--- src/core/acs_pkg.sv ---
package acs_pkg;

  // Geometry
  localparam int          NUM_CONV       = 2;
  localparam int          ADDR_W         = 13;
  localparam int          SYNC_STAGES    = 2;
  localparam logic [3:0]  HDR_LAST_BIT   = 4'hf;
  localparam logic [2:0]  BYTE_LAST_BIT  = 3'h7;

  // Register offsets
  localparam logic [12:0] ADDR_PORT_CFG  = 13'h0000;
  localparam logic [12:0] ADDR_BURST_END = 13'h0002;
  localparam logic [12:0] ADDR_DIE_ID    = 13'h0008;
  localparam logic [12:0] ADDR_DIE_REV   = 13'h0009;
  localparam logic [12:0] ADDR_CONV_SEL  = 13'h0010;
  localparam logic [12:0] ADDR_OFS_CRS   = 13'h0020;
  localparam logic [12:0] ADDR_OFS_FINE  = 13'h0021;
  localparam logic [12:0] ADDR_GAIN_CRS  = 13'h0022;
  localparam logic [12:0] ADDR_GAIN_MED  = 13'h0023;
  localparam logic [12:0] ADDR_GAIN_FINE = 13'h0024;
  localparam logic [12:0] ADDR_PWR_SEL   = 13'h0025;
  localparam logic [12:0] ADDR_STEP      = 13'h0001;

  // Header field positions
  localparam int          HDR_READ_BIT   = 15;
  localparam int          HDR_CNT_HI     = 14;
  localparam int          HDR_CNT_LO     = 13;
  localparam logic [1:0]  CNT_BURST      = 2'h3;

  // Port configuration fields
  localparam int          CFG_FOUR_WIRE  = 7;
  localparam int          CFG_LSB_FIRST  = 6;
  localparam int          CFG_SOFT_RST   = 5;

  // Reset values and codes
  localparam logic [7:0]  PORT_CFG_RST   = 8'h18;
  localparam logic [7:0]  BURST_END_RST  = 8'h00;
  localparam logic [7:0]  CONV_SEL_RST   = 8'h00;
  localparam logic [7:0]  TRIM_MID       = 8'h80;
  localparam logic [3:0]  GAIN_CRS_RST   = 4'h0;
  localparam logic [2:0]  PWR_PIN_CTRL   = 3'h0;
  localparam logic [7:0]  ERR_BYTE       = 8'had;
  localparam logic [7:0]  UNMAPPED_BYTE  = 8'h00;
  localparam logic [7:0]  SEL_CONV0      = 8'h01;
  localparam logic [7:0]  SEL_CONV1      = 8'h02;

  // Identification, values are arbitrary
  localparam logic [7:0]  DIE_ID_VAL     = 8'h5a;
  localparam logic [7:0]  DIE_REV_VAL    = 8'h01;

  typedef enum logic {ACS_ORD_MSB, ACS_ORD_LSB} acs_order_t;

  typedef struct packed {
    logic [7:0] offset_coarse;
    logic [7:0] offset_fine;
    logic [3:0] gain_coarse;
    logic [7:0] gain_medium;
    logic [7:0] gain_fine;
  } acs_trim_t;

  typedef struct packed {
    acs_trim_t  trim;
    logic [2:0] power_mode;
  } acs_conv_t;

  typedef struct packed {
    logic       port_select_n;
    logic       sclk;
    logic       sdio_in;
    logic [2:0] power_state_pin;
  } acs_pins_t;

  typedef struct packed {
    logic sdio_out;
    logic sdio_oe;
    logic serial_data_out_pin;
    logic serial_data_out_oe;
  } acs_drive_t;

endpackage

--- src/core/acs_spi_slave.sv ---
`timescale 1ns/1ps
// Operation
// Three-wire default; config bit 7 enables output
// Pure half-duplex slave, master clocks everything
// Four-wire output driven even when unselected
// Header starts first rising edge after select
// Config bit 6 selects LSB-first order
// Address up when MSB-first, down otherwise
// Header: read flag, count code, 13-bit address
// Codes give 1-3 bytes, 11 is burst
// Short transfers pause at byte boundaries
// Long transfers abort on late select rise
// Config bit 5 restores register defaults
// Master writes bit 4 high, mirrored nibble
// Burst ends on select rise or end address
// Readable die identifier and revision registers
// Converter select resets zero, one converter only
// Indexed read without valid select returns AD
// Offset trims 8-bit, 0x80 is zero
// Trims start at calibration result
// Coarse gain four weighted bits
// Medium and fine gain 8-bit, 0x80 neutral
// Power field overrides pin, soft reset keeps
// Master writes select/mode pairs per converter
// Master limits serial rate, keeps clock running
// Data pin driven only during read data
module acs_spi_slave (
  // Clock and reset
  input  wire logic                                   clk_sys,
  input  wire logic                                   rst_n,
  // Serial pins and power pin
  input  wire acs_pkg::acs_pins_t                     pins,
  output acs_pkg::acs_drive_t                         drive,
  // Calibration results from the core
  input  wire logic                                   cal_load,
  input  wire acs_pkg::acs_trim_t [acs_pkg::NUM_CONV-1:0] cal_trim,
  // Settings to the converter cores
  output acs_pkg::acs_conv_t [acs_pkg::NUM_CONV-1:0]  conv_ctrl,
  output logic                                        four_wire_enable
);
  import acs_pkg::*;

  typedef enum logic [1:0] {ST_HDR, ST_DATA, ST_DONE} acs_state_t;

  function automatic logic idx_ok(input logic [7:0] sel);
    idx_ok = (sel == SEL_CONV0) || (sel == SEL_CONV1);
  endfunction

  function automatic logic [7:0] shift_in(input logic [7:0] cur,
                                          input logic       bit_in,
                                          input logic       lsb);
    shift_in = lsb ? {bit_in, cur[7:1]} : {cur[6:0], bit_in};
  endfunction

  acs_pins_t                  sync1_r;
  acs_pins_t                  sync2_r;
  logic                       cs_d_r;
  logic                       sclk_d_r;
  acs_state_t                 state_r;
  logic [15:0]                hdr_r;
  logic [15:0]                hdr_nxt;
  logic [3:0]                 hdr_cnt_r;
  logic [2:0]                 bit_idx_r;
  logic [7:0]                 rx_r;
  logic [7:0]                 rx_nxt;
  logic [7:0]                 tx_r;
  logic                       sdo_bit_r;
  logic                       is_read_r;
  logic                       burst_r;
  logic                       first_done_r;
  logic [1:0]                 left_r;
  logic [ADDR_W-1:0]          addr_r;
  logic [ADDR_W-1:0]          addr_nxt;
  logic [7:0]                 port_cfg_r;
  logic [7:0]                 burst_end_r;
  logic [7:0]                 conv_sel_r;
  acs_trim_t                  cal_r [NUM_CONV];
  acs_conv_t                  conv_r [NUM_CONV];
  logic [7:0]                 rd_byte;
  logic                       cs_n;
  logic                       sclk_rise;
  logic                       sclk_fall;
  logic                       cs_rise;
  logic                       wr_fire;
  logic                       soft_rst;
  logic                       sel_conv;
  acs_order_t                 order;

  // Two stages before anything looks at a pin
  always_ff @(posedge clk_sys) begin
    if (!rst_n) begin
      // Idle select level, so no false select edge follows reset
      sync1_r <= '{1'b1, 1'b0, 1'b0, 3'h0};
      sync2_r <= '{1'b1, 1'b0, 1'b0, 3'h0};
    end else begin
      sync1_r <= pins;
      sync2_r <= sync1_r;
    end
  end

  // Select and clock come through equal delays, keeping their order
  always_ff @(posedge clk_sys) begin
    if (!rst_n) begin
      cs_d_r   <= 1'b1;
      sclk_d_r <= 1'b0;
    end else begin
      cs_d_r   <= sync2_r.port_select_n;
      sclk_d_r <= sync2_r.sclk;
    end
  end

  assign cs_n      = sync2_r.port_select_n;
  // Only edges while selected count; the slave never makes a clock
  assign sclk_rise = !cs_n && sync2_r.sclk && !sclk_d_r;
  assign sclk_fall = !cs_n && !sync2_r.sclk && sclk_d_r;
  assign cs_rise   = cs_n && !cs_d_r;

  assign order   = port_cfg_r[CFG_LSB_FIRST] ? ACS_ORD_LSB : ACS_ORD_MSB;
  // Whole-word shift keeps field positions identical in either order
  assign hdr_nxt = (order == ACS_ORD_LSB) ?
                   {sync2_r.sdio_in, hdr_r[15:1]} :
                   {hdr_r[14:0], sync2_r.sdio_in};
  assign rx_nxt  = shift_in(rx_r, sync2_r.sdio_in,
                            order == ACS_ORD_LSB);
  assign addr_nxt = (order == ACS_ORD_LSB) ? addr_r - ADDR_STEP :
                                             addr_r + ADDR_STEP;

  assign wr_fire  = sclk_rise && (state_r == ST_DATA) &&
                    (bit_idx_r == BYTE_LAST_BIT) && !is_read_r;
  assign soft_rst = wr_fire && (addr_r == ADDR_PORT_CFG) &&
                    rx_nxt[CFG_SOFT_RST];
  assign sel_conv = conv_sel_r[1];

  // Protocol sequencer
  always_ff @(posedge clk_sys) begin
    if (!rst_n) begin
      state_r      <= ST_HDR;
      hdr_r        <= '0;
      hdr_cnt_r    <= '0;
      bit_idx_r    <= '0;
      rx_r         <= '0;
      is_read_r    <= 1'b0;
      burst_r      <= 1'b0;
      first_done_r <= 1'b0;
      left_r       <= '0;
      addr_r       <= '0;
    end else if (cs_rise) begin
      case (state_r)
        ST_HDR: begin
          // Mid-byte release cannot be resumed
          if (hdr_cnt_r[2:0] != 3'h0) begin
            hdr_cnt_r <= '0;
          end
        end
        ST_DATA: begin
          if (bit_idx_r != 3'h0) begin
            state_r   <= ST_HDR;
            hdr_cnt_r <= '0;
            bit_idx_r <= '0;
          end else if (burst_r && first_done_r) begin
            state_r   <= ST_HDR;
            hdr_cnt_r <= '0;
          end
          // Else a boundary pause; state held until select returns
        end
        ST_DONE: begin
          state_r   <= ST_HDR;
          hdr_cnt_r <= '0;
        end
        default: begin
          state_r   <= ST_HDR;
          hdr_cnt_r <= '0;
        end
      endcase
    end else if (sclk_rise) begin
      case (state_r)
        ST_HDR: begin
          hdr_r     <= hdr_nxt;
          hdr_cnt_r <= hdr_cnt_r + 4'h1;
          if (hdr_cnt_r == HDR_LAST_BIT) begin
            state_r      <= ST_DATA;
            is_read_r    <= hdr_nxt[HDR_READ_BIT];
            left_r       <= hdr_nxt[HDR_CNT_HI:HDR_CNT_LO];
            burst_r      <= hdr_nxt[HDR_CNT_HI:HDR_CNT_LO] == CNT_BURST;
            addr_r       <= hdr_nxt[ADDR_W-1:0];
            bit_idx_r    <= '0;
            first_done_r <= 1'b0;
          end
        end
        ST_DATA: begin
          rx_r      <= rx_nxt;
          bit_idx_r <= bit_idx_r + 3'h1;
          if (bit_idx_r == BYTE_LAST_BIT) begin
            first_done_r <= 1'b1;
            addr_r       <= addr_nxt;
            if (burst_r) begin
              if (addr_r == {5'h00, burst_end_r}) begin
                state_r <= ST_DONE;
              end
            end else if (left_r == 2'h0) begin
              state_r <= ST_DONE;
            end else begin
              left_r <= left_r - 2'h1;
            end
          end
        end
        ST_DONE: begin
          // Surplus clocks are ignored until select rises
          hdr_cnt_r <= '0;
        end
        default: begin
          state_r <= ST_HDR;
        end
      endcase
    end
  end

  // Read data mux
  always_comb begin
    rd_byte = UNMAPPED_BYTE;
    case (addr_r)
      ADDR_PORT_CFG:  rd_byte = port_cfg_r;
      ADDR_BURST_END: rd_byte = burst_end_r;
      ADDR_DIE_ID:    rd_byte = DIE_ID_VAL;
      ADDR_DIE_REV:   rd_byte = DIE_REV_VAL;
      ADDR_CONV_SEL:  rd_byte = conv_sel_r;
      ADDR_OFS_CRS: begin
        rd_byte = idx_ok(conv_sel_r) ?
                  conv_r[sel_conv].trim.offset_coarse : ERR_BYTE;
      end
      ADDR_OFS_FINE: begin
        rd_byte = idx_ok(conv_sel_r) ?
                  conv_r[sel_conv].trim.offset_fine : ERR_BYTE;
      end
      ADDR_GAIN_CRS: begin
        rd_byte = idx_ok(conv_sel_r) ?
                  {4'h0, conv_r[sel_conv].trim.gain_coarse} :
                  ERR_BYTE;
      end
      ADDR_GAIN_MED: begin
        rd_byte = idx_ok(conv_sel_r) ?
                  conv_r[sel_conv].trim.gain_medium : ERR_BYTE;
      end
      ADDR_GAIN_FINE: begin
        rd_byte = idx_ok(conv_sel_r) ?
                  conv_r[sel_conv].trim.gain_fine : ERR_BYTE;
      end
      ADDR_PWR_SEL: begin
        rd_byte = idx_ok(conv_sel_r) ?
                  {5'h00, conv_r[sel_conv].power_mode} : ERR_BYTE;
      end
      default: rd_byte = UNMAPPED_BYTE;
    endcase
  end

  // Read shifter; bits change on falling edges, master samples on rising
  always_ff @(posedge clk_sys) begin
    if (!rst_n) begin
      tx_r      <= '0;
      sdo_bit_r <= 1'b0;
    end else if (sclk_fall && (state_r == ST_DATA) && is_read_r) begin
      if (bit_idx_r == 3'h0) begin
        sdo_bit_r <= (order == ACS_ORD_LSB) ? rd_byte[0] : rd_byte[7];
        tx_r      <= (order == ACS_ORD_LSB) ? {1'b0, rd_byte[7:1]} :
                                              {rd_byte[6:0], 1'b0};
      end else begin
        sdo_bit_r <= (order == ACS_ORD_LSB) ? tx_r[0] : tx_r[7];
        tx_r      <= (order == ACS_ORD_LSB) ? {1'b0, tx_r[7:1]} :
                                              {tx_r[6:0], 1'b0};
      end
    end
  end

  // Port configuration; bit 4 and the mirror stored as written
  always_ff @(posedge clk_sys) begin
    if (!rst_n) begin
      port_cfg_r <= PORT_CFG_RST;
    end else if (soft_rst) begin
      port_cfg_r <= PORT_CFG_RST;
    end else if (wr_fire && (addr_r == ADDR_PORT_CFG)) begin
      port_cfg_r <= rx_nxt;
    end
  end

  // Burst end address
  always_ff @(posedge clk_sys) begin
    if (!rst_n) begin
      burst_end_r <= BURST_END_RST;
    end else if (soft_rst) begin
      burst_end_r <= BURST_END_RST;
    end else if (wr_fire && (addr_r == ADDR_BURST_END)) begin
      burst_end_r <= rx_nxt;
    end
  end

  // Converter select; master is trusted to pick only one
  always_ff @(posedge clk_sys) begin
    if (!rst_n) begin
      conv_sel_r <= CONV_SEL_RST;
    end else if (soft_rst) begin
      conv_sel_r <= CONV_SEL_RST;
    end else if (wr_fire && (addr_r == ADDR_CONV_SEL)) begin
      conv_sel_r <= rx_nxt;
    end
  end

  genvar g;
  generate
    for (g = 0; g < NUM_CONV; g++) begin : g_conv
      logic hit;
      assign hit = wr_fire && idx_ok(conv_sel_r) &&
                   (sel_conv == 1'(g));

      // Calibration snapshot serves as the soft-reset default
      always_ff @(posedge clk_sys) begin
        if (!rst_n) begin
          cal_r[g] <= {TRIM_MID, TRIM_MID, GAIN_CRS_RST,
                       TRIM_MID, TRIM_MID};
        end else if (cal_load) begin
          cal_r[g] <= cal_trim[g];
        end
      end

      always_ff @(posedge clk_sys) begin
        if (!rst_n) begin
          conv_r[g].trim       <= {TRIM_MID, TRIM_MID, GAIN_CRS_RST,
                                   TRIM_MID, TRIM_MID};
          conv_r[g].power_mode <= PWR_PIN_CTRL;
        end else begin
          if (cal_load) begin
            conv_r[g].trim <= cal_trim[g];
          end else if (soft_rst) begin
            conv_r[g].trim <= cal_r[g];
          end else if (hit) begin
            case (addr_r)
              ADDR_OFS_CRS:   conv_r[g].trim.offset_coarse <= rx_nxt;
              ADDR_OFS_FINE:  conv_r[g].trim.offset_fine   <= rx_nxt;
              ADDR_GAIN_CRS:
                conv_r[g].trim.gain_coarse <= rx_nxt[3:0];
              ADDR_GAIN_MED:  conv_r[g].trim.gain_medium   <= rx_nxt;
              ADDR_GAIN_FINE: conv_r[g].trim.gain_fine     <= rx_nxt;
              default:        conv_r[g].trim <= conv_r[g].trim;
            endcase
          end
          // Power field ignores soft reset
          if (hit && (addr_r == ADDR_PWR_SEL)) begin
            conv_r[g].power_mode <= rx_nxt[2:0];
          end
        end
      end
    end
  endgenerate

  // Registered settings to the core; nonzero field beats the pin
  always_ff @(posedge clk_sys) begin
    if (!rst_n) begin
      conv_ctrl <= '0;
    end else begin
      for (int i = 0; i < NUM_CONV; i++) begin
        conv_ctrl[i].trim       <= conv_r[i].trim;
        conv_ctrl[i].power_mode <=
          (conv_r[i].power_mode != PWR_PIN_CTRL) ?
          conv_r[i].power_mode : sync2_r.power_state_pin;
      end
    end
  end

  // Pin drivers
  assign four_wire_enable = port_cfg_r[CFG_FOUR_WIRE];
  always_comb begin
    drive.sdio_out            = sdo_bit_r;
    // Data pin turns only for read data, and only without four-wire
    drive.sdio_oe             = !four_wire_enable && !cs_n &&
                                (state_r == ST_DATA) && is_read_r;
    drive.serial_data_out_pin = sdo_bit_r;
    // Always driven in four-wire, even unselected; no bus sharing
    drive.serial_data_out_oe  = four_wire_enable;
  end

endmodule // acs_spi_slave

--- config.mk ---
export PLATFORM = sky130hd
export DESIGN_NAME = acs_spi_slave
export DESIGN_NICKNAME = d
export VERILOG_FILES = /design/src/core/acs_pkg.sv /design/src/core/acs_spi_slave.sv
export SDC_FILE = /design/constraint.sdc
export NUM_CORES = 1
export LEC_CHECK = 0
export BUFFER_PORTS_ARGS = -buffer_cell sky130_fd_sc_hd__buf_2
export CORE_UTILIZATION = 59
export DETAILED_ROUTE_END_ITERATION = 7
export PLACE_DENSITY = 0.82
export SLEW_MARGIN = 20
export SYNTH_ARGS = -nofsm -noshare
export SYNTH_HDL_FRONTEND = slang
export SYNTH_SLANG_ARGS = --single-unit
--- constraint.sdc ---
create_clock -name clk_sys -period 4.1 [get_ports clk_sys]
set_input_delay 0.205 -clock clk_sys [delete_from_list [all_inputs] [get_ports clk_sys]]
set_output_delay 0.205 -clock clk_sys [all_outputs]
set_load 0.02 [all_outputs]
# ---- Yosys cells after proc, flatten, opt, wreduce, memory -nomap -nowiden
# Memory sizes are Yosys's and may differ from the RTL's. A register that Yosys moved wholly into a read port is not among the register bits.
# Cells that the tools add are included.
dict set report op_classes {
  add_sub_neg 5
  n_bitwise 31
  n_mux 164
  n_eq_ne 32
  reduce_logical 51
}
# cell n
set op_table {}
lappend op_table {{two-way mux 36 bit} 6}
lappend op_table {{two-way mux 8 bit} 26}
lappend op_table {{two-way mux 1 bit} 88}
lappend op_table {{case mux 8 bit (11 select lines)} 1}
lappend op_table {{== test 13 x 6 -> 1 bit, second input constant} 6}
lappend op_table {{two-way mux 13 bit} 3}
lappend op_table {{two-way mux 4 bit} 9}
lappend op_table {{bitwise OR 1 bit} 28}
lappend op_table {{two-way mux 3 bit} 9}
lappend op_table {{== test 13 x 4 -> 1 bit, second input constant} 2}
lappend op_table {{two-way mux 2 bit} 13}
lappend op_table {{case mux 13 bit (2 select lines)} 1}
lappend op_table {{logical AND 1 bit} 23}
lappend op_table {{two-way mux 16 bit} 1}
lappend op_table {{case mux 4 bit (2 select lines)} 2}
lappend op_table {{nonzero test 3 bit} 5}
lappend op_table {{adder 13 x 1 -> 13 bit, second input constant} 1}
lappend op_table {{== test 13 x 2 -> 1 bit, second input constant} 1}
lappend op_table {{== test 13 x 5 -> 1 bit, second input constant} 1}
lappend op_table {{== test 13 x 8 -> 1 bit} 1}
lappend op_table {{zero test 13 bit} 1}
lappend op_table {{subtractor 13 x 1 -> 13 bit, second input constant} 1}
lappend op_table {{!= test 2 bit, second input constant} 6}
lappend op_table {{!= test 4 bit, second input constant} 3}
lappend op_table {{other kinds (28)} 45}
dict set report word_totals {
  out_inout_bits 83
  mem_count 2
  in_bits 81
  regBits 176
  elab_cells 322
  mem_bits_rw 150
}
# memory depth width rd rd_clocked_by_memory_dff wr line
set memory_table {}
lappend memory_table {conv_r 2 39 3 1 2 acs_spi_slave.sv:78} ;# acs_conv_t conv_r [NUM_CONV];
lappend memory_table {cal_r 2 36 2 0 2 acs_spi_slave.sv:77} ;# acs_trim_t cal_r [NUM_CONV];

# ---- Longest topological paths before layout
dict set report logic_depth {
  word_depth 15
  depth_mapped 10
  mapped_depth_nobuf 9
}

# ---- Worst setup path after synthesis
# OpenSTA, ideal clock, no wires.
dict set report synth_timing {
  path_type {reg2reg}
  start {register addr_r[6]}
  end {memory conv_r[0][10] (netlist bit) (enable)}
  path_buffers 3
  t_arrival_ns 2.762
  path_stages_with_launch 10
  t_required_ns 3.716
  slack_ns 0.954
  setup_ns 0.384
  cell_sequence {dfxtp_1 clkbuf_1 or4_1 or2_1 or4_1 clkbuf_1 nor2_1 nor2_1 clkbuf_1 o21ai_0}
}
# element line
set synth_rtl {}
lappend synth_rtl {{start, declared} acs_spi_slave.sv:72} ;# logic [ADDR_W-1:0] addr_r;
lappend synth_rtl {{start signal, assigned} acs_spi_slave.sv:185} ;# addr_r <= hdr_nxt[ADDR_W-1:0];
lappend synth_rtl {{start signal, assigned} acs_spi_slave.sv:195} ;# addr_r <= addr_nxt;
lappend synth_rtl {{end, declared} acs_spi_slave.sv:78}

==> run metrics <==
DRC errors left 0; core box area 0.0237 sq mm; count of final setup violators 0; Worst Reg2Reg Path Length in Cells 8; layout cells sized above 1 18.6%; max cap viols 0; status completed; # fillers 1689; flop2flop setup slack 680 ps; DR vias 11800; Area contributors post-synth edfxtp_1, dfxtp_1, nor2_1; post-synthesis sequential area ratio 56.1%; GRT Total Usage 33.4%; Net Sw Frac 22.2%; Nets 1613; die width 158 um; Hold Crit Start cal_trim[60]; Max VDD drop 0.367 mV; CP endpoint kind flop; largest net degree at the start of global routing 128; Initial Utilization 60.5%; GPL Wtd Cong 0.980; IO Pins 164; Async SR Flop Fraction 0%; dpl ws 729 ps; setup TNS 0 ps; Synth Instances 1362; CP arrival 3570 ps; HP Class in2reg; relative slew slack 21.1%; DR WL/cell 22.1 um; fmax 293 MHz; setup bufs post-CTS 0; Area growth syn-to-layout 17.3%; Mapped Area 0.0143 sq mm; drt total wl 41.2 mm; final worst slack 682 ps; clock-pin slew on the worst setup and hold paths 60 ps; Final Skew 21.9 ps; P_int 5.79 mW; Root Driver clkbuf_16; Sink Count 327; Detailed Routing Iterations Pass 1 7; flops & latches, synth 327; PD cells 442 mW/mm^2; row count 56; sequential group share of total power 49.7%; CTS tree built; Crit Path Max Fanout 12; post_cts resized 0; NetSw 1.65 mW; RSZ-0062 raised after global routing no; initial antenna violation count 1; Final Hold Vio Count 0; vias in the first global route 11000; Post-synth top flop dfxtp_1; Final Cell Area 0.0168 sq mm; max-slew violation count 0; Post-DP HPWL 28.4 mm; syn_nets 1461; DRT iter0 DRCs 1369; leading cell type in the layout, fill and taps excluded dfxtp_1; part of the cycle the worst path needs 83.4%; final worst path period need 3420 ps; global route overflow 0; Skew-Pair Late Insertion Delay 530 ps; DP Area 0.0154 sq mm; die height 158 um; Num CTS Buffers 35; measured slew at the worst slew-check pin 1160 ps; Die ar. 0.0249 sq mm; end of the worst hold path conv_r[1][27]$_SDFFCE_PN0P_; H-tree depth 2; Post-synth EDFFs 150; Synth cell types 76; hold buffer count at cts 19; port bufs 163; first-pass GRT wire length 62.5 mm; number of vias per cell 6.33; leading cell types in the layout, fill and taps excluded dfxtp_1, nor2_1, buf_2; Setup crit start kind flop; Comb pwr share 5.4%; synthesized area per cell 10.5 sq um; leakage dissipation 6.74 nW; hold path depth 2; Reg-to-Reg End conv_r[0][6]$_DFFE_PP_; clock power share 44.9%; Final ANT Viol Nets 0; CP required 4250 ps; yosys synthesis warning count 0; FF-to-FF Start bit_idx_r[1]$_SDFFE_PN0P_; Yosys top cell area share 31.4%; WS Path Type reg2reg; top cell type by total area after synthesis edfxtp_1; clock buffer depth 3
==> through the flow <==
step	utilization, %	instances	total power [mW]	hold WS [ps]
6_report	71.0	1860	7.44	9.01
5_1_grt	71.0	1859	7.62	3.81
4_1_cts	70.9	1859	7.44	0.150
3_5_place_dp	64.9	1777	4.13	402
3_3_place_gp	64.9	1777	4.12	395
2_1_floorplan	-	1362	3.93	306
==> synthesized netlist by cell type (11+ instances only) <==
master / number
a211oi_1: 44
a21oi_1: 85
a221o_1: 30
a31oi_1: 13
and2_1: 86
and3_1: 67
clkbuf_1: 73
dfxtp_1: 177
edfxtp_1: 150
ha_1: 17
inv_1: 19
mux2i_1: 60
nand2_1: 50
nand3_1: 15
nor2_1: 170
nor3_1: 22
nor4_1: 17
o21ai_0: 64
o22ai_1: 12
or2_2: 11
or4_1: 11
==> cell type report <==
| cell class | instances | area, sq um | share of cell area (%) |
|---|---|---|---|
| clock buffer | 48 | 1010 | 5.98 |
| sequential | 327 | 8050 | 47.9 |
| inverter | 20 | 75.1 | 0.446 |
| clock inverter | 15 | 224 | 1.33 |
| multi-input combinational | 921 | 5830 | 34.7 |
| timing repair buffer | 209 | 1220 | 7.28 |
| tap | 319 | 399 | 2.37 |
| antenna | 1 | 2.50 | 0.0149 |
==> critical path, stage by stage, from the launching register on <==
cell,delay (ps)
dfxtp_1,350
ha_1,160
ha_1,190
nand3b_1,150
or4_4,500
or4_1,780
nor2_1,190
nor2_1,220
o21ai_1,490
==> layer usage <==
metal  part of all wire, %  routed length, um  vias up  GRT usage (%)
met4                   3.4               1410        0           12.1
li1                      -                  -     5340              -
met2                    44              18200      745           50.8
met3                    12               4920       99           7.80
met1                    41              16700     5586           46.7
met5                     0                  0        -              0
==> power by group through the flow <==
stage	sequential, mW	clock (mW)	combinational (mW)
3_3_place_gp	3.75	0	0.366
2_1_floorplan	3.76	0	0.170
5_1_grt	3.71	3.48	0.429
6_report	3.70	3.34	0.398
3_5_place_dp	3.76	0	0.377
4_1_cts	3.69	3.35	0.394
==> how the worst max path moves through the flow <==
| stage | from | endpoint | slack [ps] | cells past startpoint |
|---|---|---|---|---|
| global route | bit_idx_r[0]$_SDFFE_PN0P_ | conv_r[0][6]$_DFFE_PP_ | 560 | 8 |
| global placement | bit_idx_r[0]$_SDFFE_PN0P_ | conv_r[0][3]$_DFFE_PP_ | 880 | 8 |
| floorplan | addr_r[6]$_SDFFE_PN0P_ | conv_r[0][10]$_DFFE_PP_ | 950 | 9 |
| CTS | bit_idx_r[1]$_SDFFE_PN0P_ | conv_r[0][6]$_DFFE_PP_ | 700 | 8 |
| detailed placement | bit_idx_r[0]$_SDFFE_PN0P_ | conv_r[0][6]$_DFFE_PP_ | 730 | 8 |
| finish | bit_idx_r[1]$_SDFFE_PN0P_ | conv_r[0][6]$_DFFE_PP_ | 680 | 8 |
==> flip-flops by register name, indices dropped and copies added, names as in the netlist, 2 cells and up, named ones only <==
name / flops
state_r: 2
bit_idx_r: 3
conv_ctrl: 78
port_cfg_r: 8
hdr_cnt_r: 4
sync1_r: 6
rx_r: 8
cal_r: 72
conv_sel_r: 8
hdr_r: 16
burst_end_r: 8
tx_r: 8
sync2_r: 5
left_r: 2
addr_r: 13
conv_r: 78
==> cell families (layout without fill, tap and decap cells) <==
logic type      count (synthesis)  after routing  share of synthesized area [%]
mux                            70             70                           4.97
simple gates                  504            504                           18.3
flops                         327            327                           56.1
other cells                     0              1                              0
buf+inv                       114            292                           3.39
fa+ha+maj                      18             18                           1.62
xor+xnor                       14             14                          0.855
compound gates                315            315                           14.7
Power figures use the tool's default switching activity.
